## src/shct_pkg.sv

```systemverilog
// Constants for the shunt converter setup and trim block.
// Assumes one 50 MHz clock and a register port with 8-bit addresses.
`default_nettype none

package shct_pkg;
    localparam logic [7:0]  SHCT_SETUP_OFS    = 8'h83;
    localparam logic [7:0]  SHCT_OFS_HI_OFS   = 8'h84;
    localparam logic [7:0]  SHCT_OFS_LO_OFS   = 8'h85;
    localparam logic [7:0]  SHCT_GTRIM_OFS    = 8'h86;
    localparam logic [7:0]  SHCT_STATUS_OFS   = 8'hf0;
    localparam logic [7:0]  SHCT_DATA_HI_OFS  = 8'hf1;
    localparam logic [7:0]  SHCT_DATA_LO_OFS  = 8'hf2;

    localparam logic [15:0] SHCT_SETUP_RST    = 16'h8010;
    localparam logic [15:0] SHCT_SETUP_WMASK  = 16'h8f3f;
    localparam logic [15:0] SHCT_OFS_HI_RST   = 16'h0000;
    localparam logic [7:0]  SHCT_OFS_LO_RST   = 8'h00;
    localparam logic [15:0] SHCT_GTRIM_RST    = 16'h0000;
    localparam logic [15:0] SHCT_RD_IDLE      = 16'h0000;

    localparam int SHCT_EN_BIT     = 15;
    localparam int SHCT_GAIN_HI    = 11;
    localparam int SHCT_GAIN_LO    = 10;
    localparam int SHCT_MUX_HI     = 9;
    localparam int SHCT_MUX_LO     = 8;
    localparam int SHCT_SRC_RT_BIT = 5;
    localparam int SHCT_SNK_RT_BIT = 4;
    localparam int SHCT_SRC_LV_HI  = 3;
    localparam int SHCT_SRC_LV_LO  = 2;
    localparam int SHCT_SNK_LV_HI  = 1;
    localparam int SHCT_SNK_LV_LO  = 0;
    localparam int SHCT_STAT_SAT   = 0;

    localparam logic [1:0]  SHCT_COUNT_RST    = 2'h0;
    localparam logic [23:0] SHCT_DATA_RST     = 24'h000000;
    localparam logic [23:0] SHCT_SAT_MAX      = 24'h7fffff;
    localparam logic [23:0] SHCT_SAT_MIN      = 24'h800000;
    localparam logic [17:0] SHCT_DGAIN_X1     = 18'h00001;
    localparam logic [17:0] SHCT_DGAIN_X2     = 18'h00002;
    localparam logic [17:0] SHCT_DGAIN_X4     = 18'h00004;
    localparam logic [17:0] SHCT_GTRIM_ONE    = 18'h10000;
    localparam int          SHCT_GTRIM_SHIFT  = 16;

    typedef enum logic [1:0] {
        SHCT_GAIN_4  = 2'b00,
        SHCT_GAIN_8  = 2'b01,
        SHCT_GAIN_16 = 2'b10,
        SHCT_GAIN_32 = 2'b11
    } shct_gain_t;

    typedef enum logic [1:0] {
        SHCT_MUX_DIRECT  = 2'b00,
        SHCT_MUX_SWAPPED = 2'b01,
        SHCT_MUX_SHORTED = 2'b10,
        SHCT_MUX_TESTDAC = 2'b11
    } shct_mux_t;
endpackage

`default_nettype wire

```

## src/shct_mul_sat.sv

```systemverilog
// Registered signed multiply, arithmetic shift and saturation to 24 bits.
// Assumes inputs on the same clock; clr drops the stage contents.
`timescale 1ns/1ps
`default_nettype none

module shct_mul_sat #(
    parameter int SHIFT = 0
) (
    // Clock and reset
    input  wire logic        sys_clk,
    input  wire logic        sys_rst,
    input  wire logic        clr,
    // Sample in
    input  wire logic        in_valid,
    input  wire logic [23:0] in_data,
    input  wire logic [17:0] factor,
    // Sample out
    output logic             out_valid,
    output logic [23:0]      out_data,
    output logic             out_sat
);
    logic signed [42:0] prod;
    logic signed [42:0] scaled;
    logic               fits;

    assign prod   = $signed(in_data) * $signed({1'b0, factor});
    assign scaled = prod >>> SHIFT;
    assign fits   = (&scaled[42:23]) | ~(|scaled[42:23]);

    always_ff @(posedge sys_clk) begin
        if (sys_rst || clr) begin
            out_valid <= 1'b0;
            out_data  <= shct_pkg::SHCT_DATA_RST;
            out_sat   <= 1'b0;
        end else begin
            out_valid <= in_valid;
            out_sat   <= in_valid & ~fits;
            if (in_valid) begin
                if (fits)
                    out_data <= scaled[23:0];
                else if (scaled[42])
                    out_data <= shct_pkg::SHCT_SAT_MIN;
                else
                    out_data <= shct_pkg::SHCT_SAT_MAX;
            end
        end
    end
endmodule // shct_mul_sat

`default_nettype wire

```

## src/shct_offset_sub.sv

```systemverilog
// Registered signed subtraction of the offset trim with saturation.
// Assumes inputs on the same clock; clr drops the stage contents.
`timescale 1ns/1ps
`default_nettype none

module shct_offset_sub (
    // Clock and reset
    input  wire logic        sys_clk,
    input  wire logic        sys_rst,
    input  wire logic        clr,
    // Sample in
    input  wire logic        in_valid,
    input  wire logic [23:0] in_data,
    input  wire logic [23:0] offset,
    // Sample out
    output logic             out_valid,
    output logic [23:0]      out_data,
    output logic             out_sat
);
    logic [24:0] diff;
    logic        fits;

    assign diff = {in_data[23], in_data} - {offset[23], offset};
    assign fits = diff[24] == diff[23];

    always_ff @(posedge sys_clk) begin
        if (sys_rst || clr) begin
            out_valid <= 1'b0;
            out_data  <= shct_pkg::SHCT_DATA_RST;
            out_sat   <= 1'b0;
        end else begin
            out_valid <= in_valid;
            out_sat   <= in_valid & ~fits;
            if (in_valid) begin
                if (fits)
                    out_data <= diff[23:0];
                else if (diff[24])
                    out_data <= shct_pkg::SHCT_SAT_MIN;
                else
                    out_data <= shct_pkg::SHCT_SAT_MAX;
            end
        end
    end
endmodule // shct_offset_sub

`default_nettype wire

```

## src/shct_setup_trim.sv

```systemverilog
// Shunt converter setup, input routing, open-wire control and trim path.
// Assumes raw results, power modes and the register port share sys_clk.
//
// Local design decision: the address-and-strobe port.
`timescale 1ns/1ps
`default_nettype none

module shct_setup_trim (
    // Clock and reset
    input  wire logic        sys_clk,
    input  wire logic        sys_rst,
    // Register port
    input  wire logic [7:0]  reg_addr,
    input  wire logic [15:0] reg_wdata,
    input  wire logic        reg_wr,
    input  wire logic        reg_rd,
    output logic [15:0]      reg_rdata,
    // Power modes
    input  wire logic        standby_mode,
    input  wire logic        power_down_mode,
    // Raw conversion results
    input  wire logic        raw_valid,
    input  wire logic [23:0] raw_data,
    // Corrected conversion results
    output logic             conv_valid,
    output logic [23:0]      conv_data,
    output logic [1:0]       shunt_conversion_counter,
    // Converter control
    output logic             shunt_converter_on,
    output logic             analog_gain_x8,
    // Input routing switches
    output logic             pos_in_from_pos_pin,
    output logic             neg_in_from_neg_pin,
    output logic             pos_in_from_neg_pin,
    output logic             neg_in_from_pos_pin,
    output logic             inputs_to_ground,
    output logic             inputs_to_test_dac,
    // Open-wire current steering
    output logic             source_to_pos_pin,
    output logic             source_to_neg_pin,
    output logic             sink_to_pos_pin,
    output logic             sink_to_neg_pin,
    output logic [1:0]       open_wire_source_level,
    output logic [1:0]       open_wire_sink_level
);
    // Software registers
    logic [15:0] setup_r;
    logic [15:0] ofs_hi_r;
    logic [7:0]  ofs_lo_r;
    logic [15:0] gain_trim_r;
    logic        sat_seen_r;
    logic [15:0] rdata_r;

    // Converter state
    logic [1:0]  count_r;
    logic [23:0] data_r;
    logic        valid_r;

    // Decoded fields
    logic                 conv_on;
    logic                 conv_clear;
    shct_pkg::shct_gain_t gain_sel;
    shct_pkg::shct_mux_t  mux_sel;
    logic [23:0]          offset_trim;
    logic [17:0]          dgain_factor;
    logic [17:0]          gtrim_factor;

    // Pipeline links
    logic        dg_valid;
    logic [23:0] dg_data;
    logic        dg_sat;
    logic        os_valid;
    logic [23:0] os_data;
    logic        os_sat;
    logic        gt_valid;
    logic [23:0] gt_data;
    logic        gt_sat;
    logic        any_sat;

    // Access strobes
    logic wr_setup;
    logic wr_ofs_hi;
    logic wr_ofs_lo;
    logic wr_gtrim;
    logic wr_status;

    assign wr_setup  = reg_wr && (reg_addr == shct_pkg::SHCT_SETUP_OFS);
    assign wr_ofs_hi = reg_wr && (reg_addr == shct_pkg::SHCT_OFS_HI_OFS);
    assign wr_ofs_lo = reg_wr && (reg_addr == shct_pkg::SHCT_OFS_LO_OFS);
    assign wr_gtrim  = reg_wr && (reg_addr == shct_pkg::SHCT_GTRIM_OFS);
    assign wr_status = reg_wr && (reg_addr == shct_pkg::SHCT_STATUS_OFS);

    // Field decode
    assign conv_on  = setup_r[shct_pkg::SHCT_EN_BIT];
    assign gain_sel = shct_pkg::shct_gain_t'(
        setup_r[shct_pkg::SHCT_GAIN_HI:shct_pkg::SHCT_GAIN_LO]);
    assign mux_sel  = shct_pkg::shct_mux_t'(
        setup_r[shct_pkg::SHCT_MUX_HI:shct_pkg::SHCT_MUX_LO]);

    // Disable and low-power modes flush the converter
    assign conv_clear = ~conv_on | standby_mode | power_down_mode;

    // Offset trim assembled from both halves
    assign offset_trim = {ofs_hi_r, ofs_lo_r};

    // Gain trim factor: one plus the signed trim, in 2^-16 steps
    assign gtrim_factor = shct_pkg::SHCT_GTRIM_ONE
                        + {{2{gain_trim_r[15]}}, gain_trim_r};

    // Digital share of the gain
    always_comb begin
        case (gain_sel)
            shct_pkg::SHCT_GAIN_4:  dgain_factor = shct_pkg::SHCT_DGAIN_X1;
            shct_pkg::SHCT_GAIN_8:  dgain_factor = shct_pkg::SHCT_DGAIN_X1;
            shct_pkg::SHCT_GAIN_16: dgain_factor = shct_pkg::SHCT_DGAIN_X2;
            shct_pkg::SHCT_GAIN_32: dgain_factor = shct_pkg::SHCT_DGAIN_X4;
            default:                dgain_factor = shct_pkg::SHCT_DGAIN_X1;
        endcase
    end

    // Setup register
    always_ff @(posedge sys_clk) begin
        if (sys_rst)
            setup_r <= shct_pkg::SHCT_SETUP_RST;
        else if (wr_setup)
            setup_r <= reg_wdata & shct_pkg::SHCT_SETUP_WMASK;
    end

    // Offset trim registers
    always_ff @(posedge sys_clk) begin
        if (sys_rst) begin
            ofs_hi_r <= shct_pkg::SHCT_OFS_HI_RST;
            ofs_lo_r <= shct_pkg::SHCT_OFS_LO_RST;
        end else begin
            if (wr_ofs_hi)
                ofs_hi_r <= reg_wdata;
            if (wr_ofs_lo)
                ofs_lo_r <= reg_wdata[15:8];
        end
    end

    // Gain trim register
    always_ff @(posedge sys_clk) begin
        if (sys_rst)
            gain_trim_r <= shct_pkg::SHCT_GTRIM_RST;
        else if (wr_gtrim)
            gain_trim_r <= reg_wdata;
    end

    // Sticky saturation flag; a new event wins over a write-one clear
    assign any_sat = dg_sat | os_sat | gt_sat;

    always_ff @(posedge sys_clk) begin
        if (sys_rst)
            sat_seen_r <= 1'b0;
        else if (any_sat)
            sat_seen_r <= 1'b1;
        else if (wr_status && reg_wdata[shct_pkg::SHCT_STAT_SAT])
            sat_seen_r <= 1'b0;
    end

    // Read data, valid only in the cycle after the strobe
    always_ff @(posedge sys_clk) begin
        if (sys_rst) begin
            rdata_r <= shct_pkg::SHCT_RD_IDLE;
        end else if (reg_rd) begin
            case (reg_addr)
                shct_pkg::SHCT_SETUP_OFS:   rdata_r <= setup_r;
                shct_pkg::SHCT_OFS_HI_OFS:  rdata_r <= ofs_hi_r;
                shct_pkg::SHCT_OFS_LO_OFS:  rdata_r <= {ofs_lo_r, 8'h00};
                shct_pkg::SHCT_GTRIM_OFS:   rdata_r <= gain_trim_r;
                shct_pkg::SHCT_STATUS_OFS:
                    rdata_r <= {12'h000, count_r, conv_on, sat_seen_r};
                shct_pkg::SHCT_DATA_HI_OFS: rdata_r <= data_r[23:8];
                shct_pkg::SHCT_DATA_LO_OFS: rdata_r <= {data_r[7:0], 8'h00};
                default:                    rdata_r <= shct_pkg::SHCT_RD_IDLE;
            endcase
        end else begin
            rdata_r <= shct_pkg::SHCT_RD_IDLE;
        end
    end

    assign reg_rdata = rdata_r;

    // Digital gain stage
    shct_mul_sat #(
        .SHIFT (0)
    ) dgain_u (
        .sys_clk   (sys_clk),
        .sys_rst   (sys_rst),
        .clr       (conv_clear),
        .in_valid  (raw_valid & ~conv_clear),
        .in_data   (raw_data),
        .factor    (dgain_factor),
        .out_valid (dg_valid),
        .out_data  (dg_data),
        .out_sat   (dg_sat)
    );

    // Offset trim stage
    shct_offset_sub offset_u (
        .sys_clk   (sys_clk),
        .sys_rst   (sys_rst),
        .clr       (conv_clear),
        .in_valid  (dg_valid),
        .in_data   (dg_data),
        .offset    (offset_trim),
        .out_valid (os_valid),
        .out_data  (os_data),
        .out_sat   (os_sat)
    );

    // Gain trim stage
    shct_mul_sat #(
        .SHIFT (shct_pkg::SHCT_GTRIM_SHIFT)
    ) gtrim_u (
        .sys_clk   (sys_clk),
        .sys_rst   (sys_rst),
        .clr       (conv_clear),
        .in_valid  (os_valid),
        .in_data   (os_data),
        .factor    (gtrim_factor),
        .out_valid (gt_valid),
        .out_data  (gt_data),
        .out_sat   (gt_sat)
    );

    // Conversion data
    always_ff @(posedge sys_clk) begin
        if (sys_rst || conv_clear)
            data_r <= shct_pkg::SHCT_DATA_RST;
        else if (gt_valid)
            data_r <= gt_data;
    end

    // Conversion counter
    always_ff @(posedge sys_clk) begin
        if (sys_rst || conv_clear)
            count_r <= shct_pkg::SHCT_COUNT_RST;
        else if (gt_valid)
            count_r <= count_r + 2'h1;
    end

    // Result strobe
    always_ff @(posedge sys_clk) begin
        if (sys_rst || conv_clear)
            valid_r <= 1'b0;
        else
            valid_r <= gt_valid;
    end

    assign conv_valid               = valid_r;
    assign conv_data                = data_r;
    assign shunt_conversion_counter = count_r;

    // Converter enable and analog gain
    always_ff @(posedge sys_clk) begin
        if (sys_rst) begin
            shunt_converter_on <= 1'b1;
            analog_gain_x8     <= 1'b0;
        end else begin
            shunt_converter_on <= conv_on;
            analog_gain_x8     <= (gain_sel != shct_pkg::SHCT_GAIN_4);
        end
    end

    // Input routing; all switches open while the converter is off
    always_ff @(posedge sys_clk) begin
        if (sys_rst) begin
            pos_in_from_pos_pin <= 1'b0;
            neg_in_from_neg_pin <= 1'b0;
            pos_in_from_neg_pin <= 1'b0;
            neg_in_from_pos_pin <= 1'b0;
            inputs_to_ground    <= 1'b0;
            inputs_to_test_dac  <= 1'b0;
        end else begin
            pos_in_from_pos_pin <= conv_on
                && (mux_sel == shct_pkg::SHCT_MUX_DIRECT);
            neg_in_from_neg_pin <= conv_on
                && (mux_sel == shct_pkg::SHCT_MUX_DIRECT);
            pos_in_from_neg_pin <= conv_on
                && (mux_sel == shct_pkg::SHCT_MUX_SWAPPED);
            neg_in_from_pos_pin <= conv_on
                && (mux_sel == shct_pkg::SHCT_MUX_SWAPPED);
            inputs_to_ground    <= conv_on
                && (mux_sel == shct_pkg::SHCT_MUX_SHORTED);
            inputs_to_test_dac  <= conv_on
                && (mux_sel == shct_pkg::SHCT_MUX_TESTDAC);
        end
    end

    // Open-wire source and sink steering and levels
    always_ff @(posedge sys_clk) begin
        if (sys_rst) begin
            source_to_pos_pin      <= 1'b0;
            source_to_neg_pin      <= 1'b0;
            sink_to_pos_pin        <= 1'b0;
            sink_to_neg_pin        <= 1'b0;
            open_wire_source_level <= 2'h0;
            open_wire_sink_level   <= 2'h0;
        end else begin
            source_to_pos_pin <= ~setup_r[shct_pkg::SHCT_SRC_RT_BIT];
            source_to_neg_pin <= setup_r[shct_pkg::SHCT_SRC_RT_BIT];
            sink_to_pos_pin   <= ~setup_r[shct_pkg::SHCT_SNK_RT_BIT];
            sink_to_neg_pin   <= setup_r[shct_pkg::SHCT_SNK_RT_BIT];
            open_wire_source_level <=
                setup_r[shct_pkg::SHCT_SRC_LV_HI:shct_pkg::SHCT_SRC_LV_LO];
            open_wire_sink_level <=
                setup_r[shct_pkg::SHCT_SNK_LV_HI:shct_pkg::SHCT_SNK_LV_LO];
        end
    end
endmodule // shct_setup_trim

`default_nettype wire

```

## config.mk

```make
export PLATFORM = sky130hd
export DESIGN_NAME = shct_setup_trim
export DESIGN_NICKNAME = d
export VERILOG_FILES = /design/src/shct_pkg.sv /design/src/shct_mul_sat.sv /design/src/shct_offset_sub.sv /design/src/shct_setup_trim.sv
export SDC_FILE = /design/constraint.sdc
export NUM_CORES = 1
export LEC_CHECK = 0
export ABC_AREA = 1
export BUFFER_PORTS_ARGS = -buffer_cell sky130_fd_sc_hd__buf_2
export CAP_MARGIN = 30
export CORE_MARGIN = 5
export CORE_UTILIZATION = 30
export DETAILED_ROUTE_END_ITERATION = 8
export PLACE_DENSITY = 0.46
export SYNTH_ARGS = -nofsm -noshare
export SYNTH_HDL_FRONTEND = slang
export SYNTH_SLANG_ARGS = --single-unit
```

## constraint.sdc

```tcl
create_clock -name sys_clk -period 12.3 [get_ports sys_clk]
set_input_delay 1.23 -clock sys_clk [delete_from_list [all_inputs] [get_ports sys_clk]]
set_output_delay 1.23 -clock sys_clk [all_outputs]
set_load 0.02 [all_outputs]
```

==> results of run 1 <==
-- through the flow --
step           setup slack [ps]  hold slack [ps]  std cells
2_1_floorplan              6120              393       4025
3_3_place_gp               4810              418       5277
3_5_place_dp               4740              409       5278
4_1_cts                    4730              425       5310
5_1_grt                    4560              444       5311
6_report                   5090              424       5315
-- where the power goes --
group	total [W]	internal, W	switching [W]	leakage, nW
Sequential	0.000614	0.000609	0.00000550	1.51
Combinational	0.000180	0.0000599	0.000121	16.1
Clock	0.000558	0.000281	0.000277	0.288
-- worst paths after layout --
check	end	cells past startpoint	slack, ps
hold / removal	sink_to_pos_pin	1	420
hold reg to reg	sink_to_pos_pin	1	420
setup reg to reg	gtrim_u.out_data[8]	25	5090
setup / recovery	gtrim_u.out_data[8]	25	5090
-- metal layers --
metal | GRT usage | vias up | share of wire
li1 | - | 11800 | -
met1 | 0.252 | 11700 | 0.50
met2 | 0.291 | 405 | 0.46
met3 | 0.0128 | 47 | 0.033
met4 | 0.0234 | 2 | 0.012
met5 | 0 | - | 0.00015
-- critical path: cells and delay by family, from the launching register on --
family,cells,cell delay (ps)
flip-flops,1,440
adder cells (fa/ha/maj),7,3530
AO/OA/AOI/OAI,1,140
AND/OR/NAND/NOR,13,2120
buffers and inverters,4,810
-- Yosys cell counts (all sizes together) --
library cell and count:
inv 1071, nand2 927, fa 431, nor2 339, ha 262, a21oi 219, dfxtp 187, o21ai 152
clkbuf 139, nand3 73, xnor2 36, nand4 27, buf 24, xor2 24, nor3 16, o21bai 13
a21boi 12, o22ai 11, a31oi 10, nand3b 10, nor4 8, a221oi 6, a21o 5, a41oi 4
o211ai 4, a211oi 3, a22o 2, and3 2, o21a 2, o2bb2ai 2, or2 2, and2 1
o221ai 1
-- area by class of cell --
cell class,instances,area share
well taps,1276,0.0511
clock buffers,20,0.0146
inverters,1071,0.129
multi-input cells,2604,0.656
clock inverters,12,0.00404
flip-flops and latches,187,0.120
repair buffers,141,0.0254
diodes,4,0.000320
-- flip-flops by register name, summed over array words and instances (netlist names), 2 cells and up --
name / cells
conv_data: 24
ofs_lo_r: 8
ofs_hi_r: 16
dgain_u.out_data: 24
gtrim_u.out_data: 24
reg_rdata: 16
offset_u.out_data: 24
shunt_conversion_counter: 2
gain_trim_r: 16
open_wire_source_level: 2
setup_r: 11
open_wire_sink_level: 2
-- kinds of logic after synthesis --
group,after synthesis,share of synthesized area
buffers and inverters,1234,0.162
AOI/OAI and AO/OA,446,0.0837
and+or+nand+nor,1405,0.195
adders and majority gates,693,0.411
xor gates and xnor gates,60,0.0182
DFF,187,0.129
==> results.toml, run 1 <==
[finish]
seq_area_um2 = 3750
fin_nets = 4770
layout.cells.most_common = "inv_1"
n_fill_cell = 10600
multi_input_area_um2 = 20500
fin_area_um2 = 31300
area_growth_pct = 8.03
drive_above_1_share = 0.0548
fin_util = 0.325
layout_common_cells = "inv_1, nand2_1, fa_1, nor2_1, ha_1"

[floorplan]
io-pin-count = 114
die_h_um = 321
rows = 114
start_util = 0.301
core_area_um2 = 96300
dieWidth_um = 321
dieArea_um2 = 103000

[synthesis]
syn_avg_cell_area_um2 = 7.19
synth_cell_type_count = 45
ys_seq_elements = 187
synthTopCellsByArea = "fa_1, inv_1, dfxtp_1, nand2_1, ha_1"
seq_area_frac_synth = 0.129
synth_warnings = 0
syn-num-nets = 4773
syn_inst = 4025
netlist_area_um2 = 28900
yosys.area.top_type = "fa_1"
synth.top_cell.area_share = 0.298

[clock_network]
cts_sinks = 187
htree_levels = 4
hold_buffers = 0
cts_tree = "built"
cts_resized = 0
clock_path_buffers = 2
insertion_delay_ps = 460
numCtsBuffers = 17
cts-root-buf = "clkbuf_16"
post-cts-setup-buffer-count = 0
clk_pin_slew_ps = 80

[sta]
fin_crit_sh = 0.586
slew_headroom = 0.326
fmax_mhz = 139
tightest_slew_ps = 1010
rsz0062_at_grt = "false"
finalMaxSlewViolations = 0
fin_crit_ps = 7210
hold_viol = 0
clock_skew_ps = 18.6
setup_violations = 0
final.setup.tns_ps = 0

[worst_setup_path]
r2r-start = "gain_trim_r[5]"
cp_slowest_stage_delay_ps = 750
cp-start-kind = "flop"
criticalPathCategory = "reg -> reg"
arrival_ps = 7560
path_max_fanout = 24
critPathSlowestCell = "fa_1"
cp.required_ps = 12650
worst_setup_path_end_kind = "flop"
startpoint = "gain_trim_r[5]"
path_common_cell = "nand2_1"

[drt]
ant_nets = 0
first_pass_iters = 6
drt-wirelength-per-cell_um = 16.6
drt_iter0_drc = 1423
drc = 0
wirelength_um = 88100
detail_route.vias_per_cell = 4.51
vias = 24000

[run_status]
status = "completed"

[min_path]
worstHoldPathType = "reg -> reg"
hp-start = "setup_r[4]"

[pwr]
ir_worst_vdd_v = 0.0000930
cellLeakagePower_nw = 17.9
power_density_nw_per_um2 = 43.3
total_power_w = 0.00135

[grt]
grt_max_degree = 46
antenna_found_initial = 4
grt_overflow_total = 0
grt_pass1_vias = 24700
grt_usage = 0.173
grt_first_pass_wirelength_um = 142000

[placed_design]
dpl_cell_area_um2 = 30700
gp_congestion = 0.883
port_buffers = 113
dp_hpwl_um = 71100

[job]
drv_cap = 0
No activity file was read; power rests on OpenSTA's default activity.
==> inputs of run 2 (changes only) <==
==> constraint.sdc (replaced) <==
create_clock -name sys_clk -period 7.4 [get_ports sys_clk]
set_input_delay 0.74 -clock sys_clk [delete_from_list [all_inputs] [get_ports sys_clk]]
set_output_delay 0.74 -clock sys_clk [all_outputs]
set_load 0.02 [all_outputs]
==> run 2 against run 1 <==
Net effect: non-clock buffer count increased by 44; die area unchanged; first-iteration DRC count increased by 4.4%; sequential cell count unchanged; total power increased by 70%.
==> results.toml, run 2 (synthesis results as in run 1) <==
[clock_network]
post-cts-setup-buffer-count = 0
cts_tree = "built"
clk_pin_slew_ps = 80
cts_sinks = 187
cts-root-buf = "clkbuf_16"
clock_path_buffers = 2
insertion_delay_ps = 450
htree_levels = 4
numCtsBuffers = 17
hold_buffers = 0
cts_resized = 0

[drt]
drt_iter0_drc = 1485
ant_nets = 0
wirelength_um = 87600
detail_route.vias_per_cell = 4.49
drt-wirelength-per-cell_um = 16.3
vias = 24000
first_pass_iters = 5
drc = 0

[floorplan]
io-pin-count = 114
rows = 114
die_h_um = 321
dieArea_um2 = 103000
dieWidth_um = 321
start_util = 0.301
core_area_um2 = 96300

[sta]
final.setup.tns_ps = 0
hold_slack_ps = 419
fin_crit_sh = 0.908
fin_crit_ps = 6720
clock_skew_ps = 19.8
slew_headroom = 0.353
hold_viol = 0
rsz0062_at_grt = "false"
tightest_slew_ps = 968
setup_violations = 0
fmax_mhz = 149
finalMaxSlewViolations = 0

[worst_setup_path]
critPathTopFamily = "adder cells"
worst_setup_path_end_kind = "flop"
cp.required_ps = 7730
path_max_fanout = 23
arrival_ps = 7050
cp_slowest_stage_delay_ps = 550
cp-start-kind = "flop"
cp_num_buf_inv = 5
path_common_cell = "nand2_1"
critPathSlowestCell = "fa_1"
criticalPathCategory = "reg -> reg"

[finish]
area_growth_pct = 9.46
fin_nets = 4814
fin_area_um2 = 31700
layout_common_cells = "inv_1, nand2_1, fa_1, nor2_1, ha_1"
fin_util = 0.329
layout.cells.most_common = "inv_1"
n_fill_cell = 10600
drive_above_1_share = 0.0633

[grt]
grt_usage = 0.173
grt_overflow_total = 0
grt_max_degree = 45
antenna_found_initial = 1
grt_first_pass_wirelength_um = 143000
grt_pass1_vias = 25000

[placed_design]
port_buffers = 113
dp_hpwl_um = 72800
gp_congestion = 0.893
dpl_cell_area_um2 = 31100

[run_status]
status = "completed"

[min_path]
worstHoldPathType = "reg -> reg"

[pwr]
ir_worst_vdd_v = 0.000133
cellLeakagePower_nw = 18.1
power_density_nw_per_um2 = 72.5
total_power_w = 0.00230

[job]
drv_cap = 0
## run 2: cell count changes in the layout (fill, tap and decap cells not counted), moves of 2 or more
cell        delta
dfxtp_2        -7
buf_4         +38
inv_6          +2
clkinvlp_4     +2
clkinv_4       -2
dfxtp_1        +7
diode_2        -3
buf_12         +5
bufinv_16      +2
## run 2: layout make-up
class	instances	area (um^2)	area share
sequential	187	3740	0.118
tap	1276	1600	0.0504
multi-input combinational	2604	20500	0.647
timing repair buffer	185	1200	0.0378
clock buffer	19	443	0.0140
inverter	1071	4020	0.127
clock inverter	13	169	0.00533
antenna	1	2.50	0.0000790
## run 2: layer usage
metal,GRT usage,routed length (um)
met4,0.0244,1150
met3,0.0169,2960
met5,0,0
met2,0.284,39300
met1,0.255,44100
## run 2: path summary, 6_finish.rpt
path / start / end / slack (ps) / cells after the start
worst max-delay path: gain_trim_r[5] / gtrim_u.out_data[11] / 680 / 26
worst min-delay path: setup_r[4] / sink_to_pos_pin / 420 / 1
worst max register to register: gain_trim_r[5] / gtrim_u.out_data[11] / 680 / 26
worst min register to register: setup_r[4] / sink_to_pos_pin / 420 / 1
## run 2: where the power goes
group	internal, W	total (W)	switching [W]
registers	0.00101	0.00102	0.00000778
clock network	0.000522	0.000972	0.000450
logic	0.000102	0.000305	0.000203
## run 2: metrics by stage
stage / cells / worst slack (ps)
2_1_floorplan: 4025 / 1220
3_3_place_gp: 5320 / 675
3_5_place_dp: 5323 / 715
4_1_cts: 5355 / 634
5_1_grt: 5355 / 225
6_report: 5356 / 678
## run 2: worst register-to-register path, delay by kind of cell, from the launching register on
kind / cells / cell delay, ps
fa+ha+maj: 7 / 3510
simple gates: 13 / 1660
compound gates: 1 / 150
buf+inv: 5 / 780
flops: 1 / 500
==> inputs of run 3 (changes only) <==
==> constraint.sdc (replaced) <==
create_clock -name sys_clk -period 7.6 [get_ports sys_clk]
set_input_delay 0.76 -clock sys_clk [delete_from_list [all_inputs] [get_ports sys_clk]]
set_output_delay 0.76 -clock sys_clk [all_outputs]
set_load 0.02 [all_outputs]
==> run 3 against run 2 <==
Net effect: sequential share of layout area up 0.078 points; combinational power down 2%; clock-buffer cell count unchanged; wire length up 0.94%; global-route usage up 0.19 points; sequential power about the same; core utilization down 0.21 points; register-to-register slack worse by 30 ps; via count up 0.52%; die area unchanged.
==> results.toml, run 3 (synthesis results as in run 1) <==
[run_status]
status = "completed"

[worst_setup_path]
criticalPathCategory = "reg -> reg"
worst_setup_path_end_kind = "flop"
cp-start-kind = "flop"
path_max_fanout = 24
arrival_ps = 7290
cp.required_ps = 7940

[placed_design]
port_buffers = 113
gp_congestion = 0.882
dp_hpwl_um = 72700
post-place-ws_ps = 616

[clock_network]
htree_levels = 4
numCtsBuffers = 17
hold_buffers = 0
cts_sinks = 187
cts_tree = "built"
clock_path_buffers = 2
post-cts-setup-buffer-count = 0
insertion_delay_ps = 450
cts_resized = 0
cts-root-buf = "clkbuf_16"
clk_pin_slew_ps = 80

[pwr]
cellLeakagePower_nw = 18.0
ir_worst_vdd_v = 0.000101
power_density_nw_per_um2 = 69.1
total_power_w = 0.00218

[finish]
layout.cells.most_common = "inv_1"
drive_above_1_share = 0.0596
layout_common_cells = "inv_1, nand2_1, fa_1, nor2_1, ha_1"
area_growth_pct = 8.74
fin_nets = 4798

[sta]
final.setup.tns_ps = 0
slew_headroom = 0.351
fmax_mhz = 144
hold_viol = 0
fin_crit_sh = 0.914
fin_crit_ps = 6950
setup_ws_ps = 652
clock_skew_ps = 17.5
finalMaxSlewViolations = 0
setup_violations = 0
tightest_slew_ps = 967
rsz0062_at_grt = "false"

[drt]
ant_nets = 0
wirelength_um = 88400
drt_iter0_drc = 1649
detail_route.vias_per_cell = 4.52
vias = 24200
first_pass_iters = 5
drt-wirelength-per-cell_um = 16.5
drc = 0

[grt]
grt_usage = 0.175
grt_first_pass_wirelength_um = 144000
antenna_found_initial = 4
grt_max_degree = 71
grt_pass1_vias = 25200
grt_overflow_total = 0

[floorplan]
dieWidth_um = 321
core_area_um2 = 96300
dieArea_um2 = 103000
die_h_um = 321
io-pin-count = 114
start_util = 0.301
rows = 114

[job]
drv_cap = 0

[min_path]
worstHoldPathType = "reg -> reg"
==> run 3: metrics by stage <==
step | area, um^2 | hold slack, ps | util | std cells
floorplan | 28900 | 393 | - | 4025
global placement | 30900 | 413 | 0.321 | 5305
detailed placement | 30900 | 407 | 0.321 | 5307
CTS | 31500 | 423 | 0.327 | 5339
global route | 31500 | 461 | 0.327 | 5340
finish | 31500 | 424 | 0.327 | 5341
==> run 3: per-layer routing <==
layer | vias to the layer above | wire (um) | track usage
met4 | 2 | 1960 | 0.0381
met3 | 74 | 3880 | 0.0215
met5 | - | 13 | 0
met1 | 11700 | 42900 | 0.251
li1 | 11900 | - | -
met2 | 479 | 39600 | 0.285
==> run 3: layout make-up <==
| type | count | area [um^2] |
|---|---|---|
| Fill cell | 10600 | 64800 |
| Multi-Input combinational cell | 2604 | 20500 |
| Inverter | 1071 | 4020 |
| Sequential cell | 187 | 3740 |
| Tap cell | 1276 | 1600 |
| Timing Repair Buffer | 169 | 1030 |
| Clock buffer | 19 | 443 |
| Clock inverter | 13 | 130 |
| Antenna cell | 2 | 5.00 |
==> run 3: worst paths after layout <==
check / start / cells past startpoint / slack [ps] / to
setup / recovery: gain_trim_r[4] / 24 / 650 / gtrim_u.out_data[8]
hold / removal: setup_r[4] / 1 / 420 / sink_to_pos_pin
setup reg to reg: gain_trim_r[4] / 24 / 650 / gtrim_u.out_data[8]
hold reg to reg: setup_r[4] / 1 / 420 / sink_to_pos_pin
==> run 3: critical path, cell delays in order (launching register included) <==
cell	delay (ps)
dfxtp_1	600
nand2_1	220
fa_1	790
fa_1	450
inv_1	340
fa_1	520
fa_1	510
fa_1	490
inv_1	50
fa_1	470
inv_1	40
ha_1	360
a21oi_1	260
a21boi_0	310
nand2_1	120
a21oi_1	240
nand3_1	130
nand2_1	70
nand2_1	90
nand2_1	70
nand2_1	60
nand2_2	370
nor2_1	110
nor2_1	130
nor2_1	40
==> run 3: report_power, final <==
part | switching, W | internal, W
logic | 0.000201 | 0.0000977
clock network | 0.000442 | 0.000444
registers | 0.00000665 | 0.000986
